<file path="config.mk">
export PLATFORM = sky130hd
export DESIGN_NAME = interrupt_vector_map
export DESIGN_NICKNAME = d
export VERILOG_FILES = /design/src/pkg/ivm_pkg.sv /design/src/rtl/interrupt_vector_map.sv /design/src/rtl/level_mem.sv
export SDC_FILE = /design/constraint.sdc
export NUM_CORES = 1
export LEC_CHECK = 0
export BUFFER_PORTS_ARGS = -buffer_cell sky130_fd_sc_hd__buf_4
export CAP_MARGIN = 20
export CORE_MARGIN = 2
export CORE_UTILIZATION = 50
export CTS_BUF_LIST = sky130_fd_sc_hd__clkbuf_16
export CTS_CLUSTER_SIZE = 16
export DETAILED_ROUTE_END_ITERATION = 10
export PLACE_DENSITY = 0.74
export REMOVE_ABC_BUFFERS = 1
export SLEW_MARGIN = 20
export SYNTH_ARGS = -nofsm -noshare
export SYNTH_HDL_FRONTEND = slang
export SYNTH_HIERARCHICAL = 1
export SYNTH_SLANG_ARGS = --single-unit
</file>
<file path="constraint.sdc">
create_clock -name clk_sys -period 7.28 [get_ports clk_sys]
set_input_delay 0.728 -clock clk_sys [delete_from_list [all_inputs] [get_ports clk_sys]]
set_output_delay 0.728 -clock clk_sys [all_outputs]
set_load 0.02 [all_outputs]
</file>
<file path="src/pkg/ivm_pkg.sv">
// Overview of operation
// - trap vectors 80-255, no level, descending offsets
// - vector 22 shared by line 6, CAN wake
// - CAN sources exist only on CAN variants
// - delayed bit requests vector 63, offset 300h
// - timer1 compare clear requests vector 43
// - timer1 zero detect requests vector 44
// - timer2 compare clear requests vector 45
// - timer2 zero detect requests vector 46
// - timer0 compare clear requests vector 48
// - timer0 zero detect requests vector 49
// - vectors 64, 65 never requested by hardware
package ivm_pkg;
    // vector numbering
    localparam logic [7:0] VEC_FIRST_HW = 8'h10;
    localparam logic [7:0] VEC_TRAP_FIRST = 8'h50;
    localparam logic [7:0] VEC_RTOS_A = 8'h40;
    localparam logic [7:0] VEC_RTOS_B = 8'h41;
    localparam int N_SLOTS = 48;
    localparam logic [31:0] TABLE_TOP = 32'h0000_03FC;
    // table base after reset puts vector 0 at 000FFFFC
    localparam logic [31:0] BASE_RESET = 32'h000F_FC00;
    // slots: slot i serves vector 16+i
    localparam int SLOT_EXT6 = 6;
    localparam int SLOT_CAN = 19;
    localparam int SLOT_FRT1_CLEAR = 27;
    localparam int SLOT_FRT1_ZERO = 28;
    localparam int SLOT_FRT2_CLEAR = 29;
    localparam int SLOT_FRT2_ZERO = 30;
    localparam int SLOT_FRT0_CLEAR = 32;
    localparam int SLOT_FRT0_ZERO = 33;
    localparam int SLOT_DELAY = 47;
    // slots of vectors 36, 41, 50, 54, 56 never request
    localparam logic [47:0] SLOT_RESERVED_MASK = 48'h0144_0000_0000 | 48'h0000_0210_0000;
    // level registers
    localparam int LEVEL_W = 5;
    localparam logic [4:0] LEVEL_RESET = 5'h1F;
    // register offsets
    localparam logic [11:0] OFS_BASE = 12'h000;
    localparam logic [11:0] OFS_DELAY = 12'h004;
    localparam logic [11:0] OFS_STATUS = 12'h008;
    localparam logic [11:0] OFS_CLEAR = 12'h00C;
    localparam logic [11:0] OFS_ENABLE = 12'h010;
    localparam logic [11:0] OFS_OFFER = 12'h014;
    localparam logic [11:0] OFS_LEVEL0 = 12'h100;
    localparam logic [11:0] OFS_LEVEL_END = 12'h1C0;
    // event bits of status, clear and enable
    localparam int EV_W = 3;
    localparam int EV_ACCEPT = 0;
    localparam int EV_TRAP = 1;
    localparam int EV_TRAP_BAD = 2;
    localparam logic [2:0] EV_RESET = 3'h0;
    typedef enum logic [1:0] {
        ST_IDLE = 2'b00,
        ST_SCAN = 2'b01,
        ST_OFFER = 2'b11
    } scan_state_t;
    function automatic logic [31:0] fetch_addr(input logic [31:0] base, input logic [7:0] vec);
        fetch_addr = base + TABLE_TOP - {22'h0, vec, 2'b00};
    endfunction
endpackage

</file>
<file path="src/rtl/interrupt_vector_map.sv">
`timescale 1ns/1ps
module interrupt_vector_map #(
    parameter bit HAS_CAN = 1'b1
) (
    // clock and reset
    input wire logic clk_sys,
    input wire logic nrst,
    // apb slave
    input wire logic psel,
    input wire logic penable,
    input wire logic pwrite,
    input wire logic [11:0] paddr,
    input wire logic [31:0] pwdata,
    output logic [31:0] prdata,
    output logic pready,
    output logic pslverr,
    // peripheral requests, bit i for vector 16+i
    input wire logic [47:0] periph_req,
    input wire logic can_req,
    input wire logic can_wake,
    input wire logic frt0_clear,
    input wire logic frt0_zero,
    input wire logic frt1_clear,
    input wire logic frt1_zero,
    input wire logic frt2_clear,
    input wire logic frt2_zero,
    // cpu exception entry
    input wire logic [4:0] cpu_level_mask,
    output logic cpu_irq_req,
    output logic [7:0] irq_vector,
    output logic [4:0] irq_level,
    output logic [31:0] irq_fetch_addr,
    input wire logic cpu_ack,
    // software traps
    input wire logic trap_req,
    input wire logic [7:0] trap_num,
    output logic trap_valid,
    output logic [7:0] trap_vector,
    output logic [31:0] trap_fetch_addr,
    // interrupt
    output logic irq
);
    logic [47:0] pend;
    logic lvl_hit;
    logic [5:0] lvl_idx;
    logic apb_owns;
    logic [5:0] mem_addr;
    logic mem_we;
    logic [4:0] mem_rdata;
    ivm_pkg::scan_state_t state, next_state;
    logic [5:0] idx, next_idx;
    logic rd_valid, next_rd_valid;
    logic [5:0] rd_idx, next_rd_idx;
    logic [4:0] best_lvl, next_best_lvl;
    logic [5:0] best_slot, next_best_slot;
    logic found, next_found;
    logic [7:0] next_irq_vector;
    logic [4:0] next_irq_level;
    logic [31:0] next_irq_fetch_addr;
    logic accept_ev;
    logic next_trap_valid;
    logic [7:0] next_trap_vector;
    logic [31:0] next_trap_fetch_addr;
    logic trap_bad_ev;
    logic [31:0] vector_table_base, next_vector_table_base;
    logic delay_bit, next_delay_bit;
    logic [2:0] status, next_status;
    logic [2:0] enable, next_enable;
    logic rd_wait, next_rd_wait;
    logic [31:0] next_prdata;
    logic mapped;
    logic acc;

    if (ivm_pkg::N_SLOTS != 48)
    begin : g_slot_check
        $error("slot count must be 48");
    end

    // request map
    always_comb
    begin
        pend = periph_req & ~ivm_pkg::SLOT_RESERVED_MASK;
        pend[ivm_pkg::SLOT_EXT6] = periph_req[ivm_pkg::SLOT_EXT6] | (HAS_CAN & can_wake);
        pend[ivm_pkg::SLOT_CAN] = HAS_CAN & can_req;
        pend[ivm_pkg::SLOT_FRT1_CLEAR] = frt1_clear;
        pend[ivm_pkg::SLOT_FRT1_ZERO] = frt1_zero;
        pend[ivm_pkg::SLOT_FRT2_CLEAR] = frt2_clear;
        pend[ivm_pkg::SLOT_FRT2_ZERO] = frt2_zero;
        pend[ivm_pkg::SLOT_FRT0_CLEAR] = frt0_clear;
        pend[ivm_pkg::SLOT_FRT0_ZERO] = frt0_zero;
        pend[ivm_pkg::SLOT_DELAY] = delay_bit;
    end

    // apb decode; level registers own the memory while selected
    assign lvl_hit = paddr >= ivm_pkg::OFS_LEVEL0 && paddr < ivm_pkg::OFS_LEVEL_END
        && paddr[1:0] == 2'b00;
    assign lvl_idx = 6'((paddr - ivm_pkg::OFS_LEVEL0) >> 2);
    assign apb_owns = psel && lvl_hit;
    assign acc = psel && penable;
    assign mem_addr = apb_owns ? lvl_idx : idx;
    assign mem_we = acc && pwrite && lvl_hit;
    assign mapped = lvl_hit || paddr == ivm_pkg::OFS_BASE || paddr == ivm_pkg::OFS_DELAY
        || paddr == ivm_pkg::OFS_STATUS || paddr == ivm_pkg::OFS_CLEAR
        || paddr == ivm_pkg::OFS_ENABLE || paddr == ivm_pkg::OFS_OFFER;

    level_mem #(
        .DEPTH(ivm_pkg::N_SLOTS),
        .WIDTH(ivm_pkg::LEVEL_W),
        .INIT(ivm_pkg::LEVEL_RESET)
    ) u_levels (
        .clk_sys(clk_sys),
        .nrst(nrst),
        .addr(mem_addr),
        .we(mem_we),
        .wdata(pwdata[4:0]),
        .rdata(mem_rdata)
    );

    // scan: walk all level registers, keep the lowest level pending
    always_comb
    begin
        next_state = state;
        next_idx = idx;
        next_rd_valid = 1'b0;
        next_rd_idx = rd_idx;
        next_best_lvl = best_lvl;
        next_best_slot = best_slot;
        next_found = found;
        next_irq_vector = irq_vector;
        next_irq_level = irq_level;
        next_irq_fetch_addr = irq_fetch_addr;
        accept_ev = 1'b0;
        unique case (state)
            ivm_pkg::ST_IDLE:
            begin
                if (|pend)
                begin
                    next_state = ivm_pkg::ST_SCAN;
                    next_idx = 6'h00;
                    next_best_lvl = ivm_pkg::LEVEL_RESET;
                    next_found = 1'b0;
                end
            end
            ivm_pkg::ST_SCAN:
            begin
                if (!apb_owns && idx < 6'(ivm_pkg::N_SLOTS))
                begin
                    next_rd_valid = 1'b1;
                    next_rd_idx = idx;
                    next_idx = idx + 6'h01;
                end
                if (rd_valid && pend[rd_idx] && mem_rdata < next_best_lvl)
                begin
                    next_best_lvl = mem_rdata;
                    next_best_slot = rd_idx;
                    next_found = 1'b1;
                end
                if (rd_valid && rd_idx == 6'(ivm_pkg::N_SLOTS - 1))
                begin
                    next_state = ivm_pkg::ST_IDLE;
                    if (next_found && next_best_lvl < cpu_level_mask)
                    begin
                        next_state = ivm_pkg::ST_OFFER;
                        next_irq_vector = ivm_pkg::VEC_FIRST_HW + {2'b00, next_best_slot};
                        next_irq_level = next_best_lvl;
                        next_irq_fetch_addr = ivm_pkg::fetch_addr(vector_table_base,
                            next_irq_vector);
                    end
                end
            end
            ivm_pkg::ST_OFFER:
            begin
                if (cpu_ack)
                begin
                    accept_ev = 1'b1;
                    next_state = ivm_pkg::ST_IDLE;
                end
                else if (!pend[best_slot])
                    next_state = ivm_pkg::ST_IDLE;
            end
            default:
                next_state = ivm_pkg::ST_IDLE;
        endcase
    end

    always_ff @(posedge clk_sys or negedge nrst)
    begin
        if (!nrst)
        begin
            state <= ivm_pkg::ST_IDLE;
            idx <= 6'h00;
            rd_valid <= 1'b0;
            rd_idx <= 6'h00;
            best_lvl <= ivm_pkg::LEVEL_RESET;
            best_slot <= 6'h00;
            found <= 1'b0;
            irq_vector <= 8'h00;
            irq_level <= ivm_pkg::LEVEL_RESET;
            irq_fetch_addr <= 32'h0000_0000;
        end
        else
        begin
            state <= next_state;
            idx <= next_idx;
            rd_valid <= next_rd_valid;
            rd_idx <= next_rd_idx;
            best_lvl <= next_best_lvl;
            best_slot <= next_best_slot;
            found <= next_found;
            irq_vector <= next_irq_vector;
            irq_level <= next_irq_level;
            irq_fetch_addr <= next_irq_fetch_addr;
        end
    end

    assign cpu_irq_req = state == ivm_pkg::ST_OFFER;

    // software traps, no level involved
    always_comb
    begin
        next_trap_valid = trap_req && trap_num >= ivm_pkg::VEC_TRAP_FIRST;
        next_trap_vector = next_trap_valid ? trap_num : trap_vector;
        next_trap_fetch_addr = next_trap_valid
            ? ivm_pkg::fetch_addr(vector_table_base, trap_num) : trap_fetch_addr;
        trap_bad_ev = trap_req && !next_trap_valid;
    end

    always_ff @(posedge clk_sys or negedge nrst)
    begin
        if (!nrst)
        begin
            trap_valid <= 1'b0;
            trap_vector <= 8'h00;
            trap_fetch_addr <= 32'h0000_0000;
        end
        else
        begin
            trap_valid <= next_trap_valid;
            trap_vector <= next_trap_vector;
            trap_fetch_addr <= next_trap_fetch_addr;
        end
    end

    // register file; reads take one wait cycle
    always_comb
    begin
        next_vector_table_base = vector_table_base;
        next_delay_bit = delay_bit;
        next_enable = enable;
        next_status = status;
        next_rd_wait = acc && !pwrite && !rd_wait;
        next_prdata = prdata;
        if (acc && pwrite)
        begin
            if (paddr == ivm_pkg::OFS_BASE)
                next_vector_table_base = {pwdata[31:2], 2'b00};
            if (paddr == ivm_pkg::OFS_DELAY)
                next_delay_bit = pwdata[0];
            if (paddr == ivm_pkg::OFS_ENABLE)
                next_enable = pwdata[2:0];
            if (paddr == ivm_pkg::OFS_CLEAR)
                next_status = status & ~pwdata[2:0];
        end
        // set wins over clear
        next_status[ivm_pkg::EV_ACCEPT] = next_status[ivm_pkg::EV_ACCEPT] | accept_ev;
        next_status[ivm_pkg::EV_TRAP] = next_status[ivm_pkg::EV_TRAP] | next_trap_valid;
        next_status[ivm_pkg::EV_TRAP_BAD] = next_status[ivm_pkg::EV_TRAP_BAD] | trap_bad_ev;
        if (acc && !pwrite && !rd_wait)
        begin
            if (lvl_hit)
                next_prdata = {27'h0, mem_rdata};
            else if (paddr == ivm_pkg::OFS_BASE)
                next_prdata = vector_table_base;
            else if (paddr == ivm_pkg::OFS_DELAY)
                next_prdata = {31'h0, delay_bit};
            else if (paddr == ivm_pkg::OFS_STATUS)
                next_prdata = {29'h0, status};
            else if (paddr == ivm_pkg::OFS_ENABLE)
                next_prdata = {29'h0, enable};
            else if (paddr == ivm_pkg::OFS_OFFER)
                next_prdata = {cpu_irq_req, 1'b0, state, 15'h0, irq_level, irq_vector};
            else
                next_prdata = 32'h0000_0000;
        end
    end

    always_ff @(posedge clk_sys or negedge nrst)
    begin
        if (!nrst)
        begin
            vector_table_base <= ivm_pkg::BASE_RESET;
            delay_bit <= 1'b0;
            status <= ivm_pkg::EV_RESET;
            enable <= ivm_pkg::EV_RESET;
            rd_wait <= 1'b0;
            prdata <= 32'h0000_0000;
        end
        else
        begin
            vector_table_base <= next_vector_table_base;
            delay_bit <= next_delay_bit;
            status <= next_status;
            enable <= next_enable;
            rd_wait <= next_rd_wait;
            prdata <= next_prdata;
        end
    end

    assign pready = pwrite || rd_wait;
    assign pslverr = acc && pready && !mapped;
    assign irq = |(status & enable);
endmodule

</file>
<file path="src/rtl/level_mem.sv">
`timescale 1ns/1ps
module level_mem #(
    parameter int DEPTH = 48,
    parameter int WIDTH = 5,
    parameter logic [WIDTH-1:0] INIT = '1
) (
    // clock and reset
    input wire logic clk_sys,
    input wire logic nrst,
    // single port
    input wire logic [5:0] addr,
    input wire logic we,
    input wire logic [WIDTH-1:0] wdata,
    output logic [WIDTH-1:0] rdata
);
    logic [WIDTH-1:0] mem [DEPTH];
    logic [WIDTH-1:0] next_rdata;

    if (DEPTH > 64 || DEPTH < 1)
    begin : g_depth_check
        $error("level_mem depth out of range");
    end

    always_comb
    begin
        next_rdata = (int'(addr) < DEPTH) ? mem[addr] : INIT;
    end

    always_ff @(posedge clk_sys or negedge nrst)
    begin
        if (!nrst)
        begin
            rdata <= INIT;
            for (int i = 0; i < DEPTH; i++)
                mem[i] <= INIT;
        end
        else
        begin
            rdata <= next_rdata;
            if (we && int'(addr) < DEPTH)
                mem[addr] <= wdata;
        end
    end
endmodule

</file>
# Word-level counts from Yosys, hierarchy flattened
# Index checks and enable logic that the tools add are counted.
# W data, S select, Z words.
[classes]
n_reduce_logical = 45
n_eq_ne = 12
bitwise = 8
multipliers = 0
addsub = 6
n_div = 0
n_lt_le_gt_ge = 11
shift = 0
muxes = 43
[ops]
columns = ["op", "n"]
rows = [
  ["$bwmux W240", 1],
  ["$mux W32", 6],
  ["$reduce_or A43 Y1", 1],
  ["$mux W5", 7],
  ["$add A32 B10 Y32 const B", 1],
  ["$sub A32 B10 Y32", 1],
  ["$sub A32 B9 Y32", 1],
  ["$bmux W5 S6", 1],
  ["$demux W5 S6", 1],
  ["$mux W6", 5],
  ["$eq A12 B4 Y1 const B", 2],
  ["$eq A12 B5 Y1 const B", 2],
  ["$logic_and A1 B1 Y1", 19],
  ["$lt A6 B7 Y1 const B", 2],
  ["$bmux W1 S6", 2],
  ["$eq A12 B3 Y1 const B", 1],
  ["$ge A12 B9 Y1 const B", 1],
  ["$logic_not A12 Y1", 1],
  ["$lt A12 B9 Y1 const B", 1],
  ["$lt A6 B6 Y1 const B", 2],
  ["$pmux W6 S2", 1],
  ["$lt A5 B5 Y1", 2],
  ["$mux W2", 5],
  ["$pmux W5 S2", 1],
  ["26 further kinds", 58],
]
[totals]
ram_bits = 0
elab_cells = 193
rom_bits = 0
mem_count = 0
output_inout_bits = 122
register_bits = 428
latch_bits = 0
in_bits = 120

# Longest topological paths before layout
[depth]
depth_word = 12
ltp_mapped = 20
ltp_nobuf = 20

# Modules after synthesis
# Netlist, hierarchy kept.
[modules_own_cells]
columns = ["module", "seq_area_each_um2", "instances", "area_per_inst_um2", "cells_per_inst"]
rows = [
  ["level_mem", 6437.4, 1, 11785.1, 849],
  ["interrupt_vector_map", 4479.3, 1, 11010.6, 1091],
]

# Worst setup path after synthesis
# No wires, ideal clock.
[synth_timing]
path_kind = "input to register"
start = "input can_req"
end = "register irq_fetch_addr[31]"
path_stages = 18
arrival_ns = 4.605
setup_slack_ns = 2.550
required_ns = 7.155
path_cell_list = "mux4_2 o211a_1 a22oi_2 o31ai_1 a21oi_1 a22oi_1 inv_1 ha_1 inv_1 ha_1 o21a_1 o31ai_1 a31oi_1 nor4_4 nand4_2 nor4_2 xnor2_1 mux2_4"
[synth_via]
elab_chain_len = 9
[synth_lines]
columns = ["element", "line_no", "rtl"]
rows = [
  ["start, declared", "interrupt_vector_map.sv:19", "input wire logic can_req,"],
  ["$bmux W1 S6 (*)", "interrupt_vector_map.sv:152", "if (rd_valid && pend[rd_idx] && mem_rdata < next_best_lvl)"],
  ["$mux W1 (not written as such) (*)", "interrupt_vector_map.sv:152", ""],
  ["$logic_and A1 B1 Y1 (*) (2 in a row)", "interrupt_vector_map.sv:152", ""],
  ["branches (longest 5 deep; another with $sub A32 B9 Y32)", "n/a", ""],
  ["end signal, assigned", "interrupt_vector_map.sv:212", "irq_fetch_addr <= next_irq_fetch_addr;"],
  ["end, declared", "interrupt_vector_map.sv:32", "output logic [31:0] irq_fetch_addr,"],
]
# Every way passes the cells marked *. The select of a mux whose other input is x is not followed.
# A chain may end at the register's enable or synchronous reset.

# Final worst setup path
[layout_timing]
start = "register rd_idx[0]"
end = "register irq_fetch_addr[29]"
[layout_via]
elab_chain_len = 9
[layout_lines]
columns = ["element", "line_no", "rtl"]
rows = [
  ["start, declared", "interrupt_vector_map.sv:53", "logic [5:0] rd_idx, next_rd_idx;"],
  ["start signal, assigned", "interrupt_vector_map.sv:206", "rd_idx <= next_rd_idx;"],
  ["branches (longest 9 deep; another with $sub A32 B9 Y32)", "n/a", ""],
]
# Parallel ways; which one is timed is not known. The select of a mux whose other input is x is not followed.

==> impl_metrics.yaml <==
synthesis:
  synth_area_leaders: "dfstp_2 31%, dfrtp_1 17%, mux2_2 15%"
  synthFlopType: "dfstp_2"
  ys_seq_elements: 423
  netlist_top_cells_count: "309 x mux2_2, 265 x dfstp_2, 181 x nand2_1"
  syn_avg_cell_area_um2: 11.8
  syn_inst: 1940
  synth_top_area_share_pct: 30.5
  seq_area_frac_synth_pct: 47.9
  synth.most_common_cell: "mux2_2"
  synth.distinct_cells: 96
  synth_largest_area_cell: "dfstp_2"
  synth_area_um2: 22800
  synth_edf_count: 0
  yosys_warnings: 6
  async_flop_share_pct: 100
final_layout:
  layout-drive-gt1-share_pct: 47.5
  final_util_pct: 58.0
  diodes: 0
  area.growth.synth_to_final_pct: 15.0
  design_area_um2: 26200
  nets: 2249
global_route:
  grt_max_degree: 183
  grt_use_met2_pct: 43.4
  grt_busiest_layer: "met2"
  globalRouteTotalUtil_pct: 26.3
  met1_usage_pct: 35.6
  grt_pass1_vias: 17200
  antenna_found_initial: 0
  grt_util_met3_pct: 3.84
  overflow: 0
  grt_pass1_wl_um: 98000
floorplan:
  die_width_um: 218
  fp-row-count: 78
  initial_core_util_pct: 50.4
  fp.dieH_um: 218
  core_area_um2: 45200
  dieArea_um2: 47300
  pin_count: 242
clocking:
  clkSinkCount: 423
  tritoncts: "yes"
  post_cts_buffers: 0
  cts_buffers: 45
  cts_root_buf: "clkbuf_16"
  clkTransAtPathRegs_ns: 0.06
  post_cts_resized: 0
  clock_latency_ns: 0.58
  htreeDepth: 2
  cts_hold_buf: 0
  cts.path.max_buffers: 3
sta:
  rsz0062_at_grt: "false"
  slew_viol_final: 0
  whs_ns: 0.162
  totalNegativeSetupSlack_ns: 0
  fin_crit_ns: 5.65
  setup_viol: 0
  fmax_ghz: 0.177
  finalHoldViolCount: 0
  slew_headroom_pct: 27.7
  clock-skew-final_ns: 0.0162
  worst_slew_pin_slew_ns: 1.08
  post-route-period-util_pct: 77.6
worst_setup_path:
  critical_path.top_delay_family: "compound AO/OA/AOI/OAI gates"
  worstPathCellList: "mux4_2 > o211a_1 > a22oi_2 > o31ai_1 > a21oi_1 > a22oi_1 > inv_1 > ha_1 > inv_1 > ha_1 > o21a_1 > o31ai_1 > a31oi_1 > nor4_4 > nand4_2 > nor4_2 > xnor2_1 > mux2_4"
  startpoint_type: "flop"
  max_stage_delay_ns: 0.71
  worstSetupPathType: "flop to flop"
  cp.required_ns: 7.74
  cp-end-kind: "flop"
  path_max_fanout: 14
  cp.arrival_ns: 6.10
  worst-path-buf-inv: 2
  critical_path.slowest_cell: "dfrtp_1"
pwr:
  leakage_nw: 11.3
  powerDensity_nw_per_um2: 260
  vdd_drop_max_uv: 232
  power.total_mw: 6.81
min_path:
  hold_class: "primary input to asynchronous set/reset pin"
place:
  portBuffers: 223
  place_area_um2: 24800
  gp_congestion: 0.926
  dp_hpwl_um: 43100
drt:
  drtIter0Drc: 1531
  wl_um: 62500
  dr.pass1.iters: 7
  drc_errors: 0
  final_antenna_net_count: 0
  drt-wirelength-per-cell_um: 22.9
  vias: 16900
  via_per_inst: 6.18
run_status:
  status: "complete, no violations"
run:
  cap_violations: 0
## registers in the layout, indices dropped and copies added, names as in the netlist, 6 cells and up
| register | count |
|---|---|
| best_slot | 6 |
| idx | 6 |
| irq_fetch_addr | 30 |
| irq_vector | 7 |
| prdata | 32 |
| rd_idx | 6 |
| trap_fetch_addr | 30 |
| trap_vector | 8 |
| u_levels/mem | 240 |
| vector_table_base | 30 |
## metrics by stage
| step | std cells | setup WS, ns |
|---|---|---|
| CTS | 2734 | 1.67 |
| finish | 2734 | 1.63 |
| detailed placement | 2654 | 1.66 |
| floorplan | 1812 | -0.578 |
| global route | 2734 | 1.24 |
| global placement | 2654 | 1.75 |
## report_power, final
group          switching [mW]  internal (mW)  total, mW  leakage, nW
Combinational            1.16          0.702       1.86         5.77
Sequential              0.206           2.51       2.72         4.80
Clock                   0.942           1.30       2.24        0.732
## final timing paths
path / startpoint / to / slack, ns / cells after the start
worst max register to register: rd_idx[0] / irq_fetch_addr[29] / 1.63 / 18
max in group asynchronous: nrst / trap_fetch_addr[23] / 5.68 / 2
min in group clk_sys: trap_num[0] / trap_vector[0] / 0.37 / 3
worst min register to register: trap_fetch_addr[9] / trap_fetch_addr[9] / 0.48 / 2
worst max-delay path: rd_idx[0] / irq_fetch_addr[29] / 1.63 / 18
worst min-delay path: nrst / trap_vector[0] / 0.16 / 1
## cell type report
| type | instances | area, um^2 |
|---|---|---|
| Clock buffer | 45 | 1130 |
| Tap cell | 600 | 751 |
| Sequential cell | 423 | 10900 |
| Multi-Input combinational cell | 1337 | 11100 |
| Timing Repair Buffer | 242 | 1840 |
| Clock inverter | 35 | 285 |
| Fill cell | 3725 | 19000 |
| Inverter | 52 | 195 |
## cell usage in the layout, fill, tap and decap left out, types with 6 or more instances in the layout
| cell | n |
|---|---|
| or2_2 | 7 |
| clkinv_1 | 12 |
| dfrtp_1 | 158 |
| buf_4 | 240 |
| nor2_1 | 101 |
| mux2_4 | 38 |
| xor2_1 | 40 |
| ha_1 | 26 |
| o21ai_0 | 71 |
| nor2_2 | 10 |
| nor3_1 | 33 |
| mux4_2 | 34 |
| xnor2_1 | 37 |
| mux2_2 | 308 |
| o22ai_1 | 6 |
| nand2_1 | 181 |
| clkinv_2 | 8 |
| a211oi_1 | 6 |
| o21bai_1 | 6 |
| nor2b_1 | 15 |
| a221oi_1 | 52 |
| nor4_1 | 21 |
| nor3_2 | 9 |
| a21o_1 | 7 |
| inv_1 | 59 |
| and2_1 | 10 |
| o2111ai_1 | 6 |
| and3_1 | 9 |
| nand2b_1 | 7 |
| a22oi_1 | 17 |
| a22o_1 | 23 |
| o21a_1 | 6 |
| a21oi_1 | 35 |
| nand4_1 | 24 |
| o31ai_1 | 7 |
| dfstp_2 | 265 |
| mux2i_1 | 24 |
| a31oi_1 | 8 |
| clkbuf_16 | 45 |
| nand3_1 | 36 |
## kinds of logic after synthesis
group | Yosys count | share of synthesized area (%)
AO/OA/AOI/OAI | 310 | 10.1
buffers and inverters | 184 | 3.70
multiplexers | 406 | 22.3
AND/OR/NAND/NOR | 509 | 11.3
XOR/XNOR | 79 | 3.10
adder cells (fa/ha/maj) | 28 | 1.60
other | 1 | 0.0165
flip-flops | 423 | 47.9
## per-layer routing
| layer | up-vias | wire length [um] | share of wire [%] |
|---|---|---|---|
| met2 | 724 | 30100 | 48 |
| met1 | 8629 | 26100 | 42 |
| met4 | 0 | 1910 | 3.1 |
| met3 | 142 | 4430 | 7.1 |
| li1 | 7398 | - | - |
| met5 | - | 0 | 0 |
Note: power is estimated with default switching activity, not from simulation.
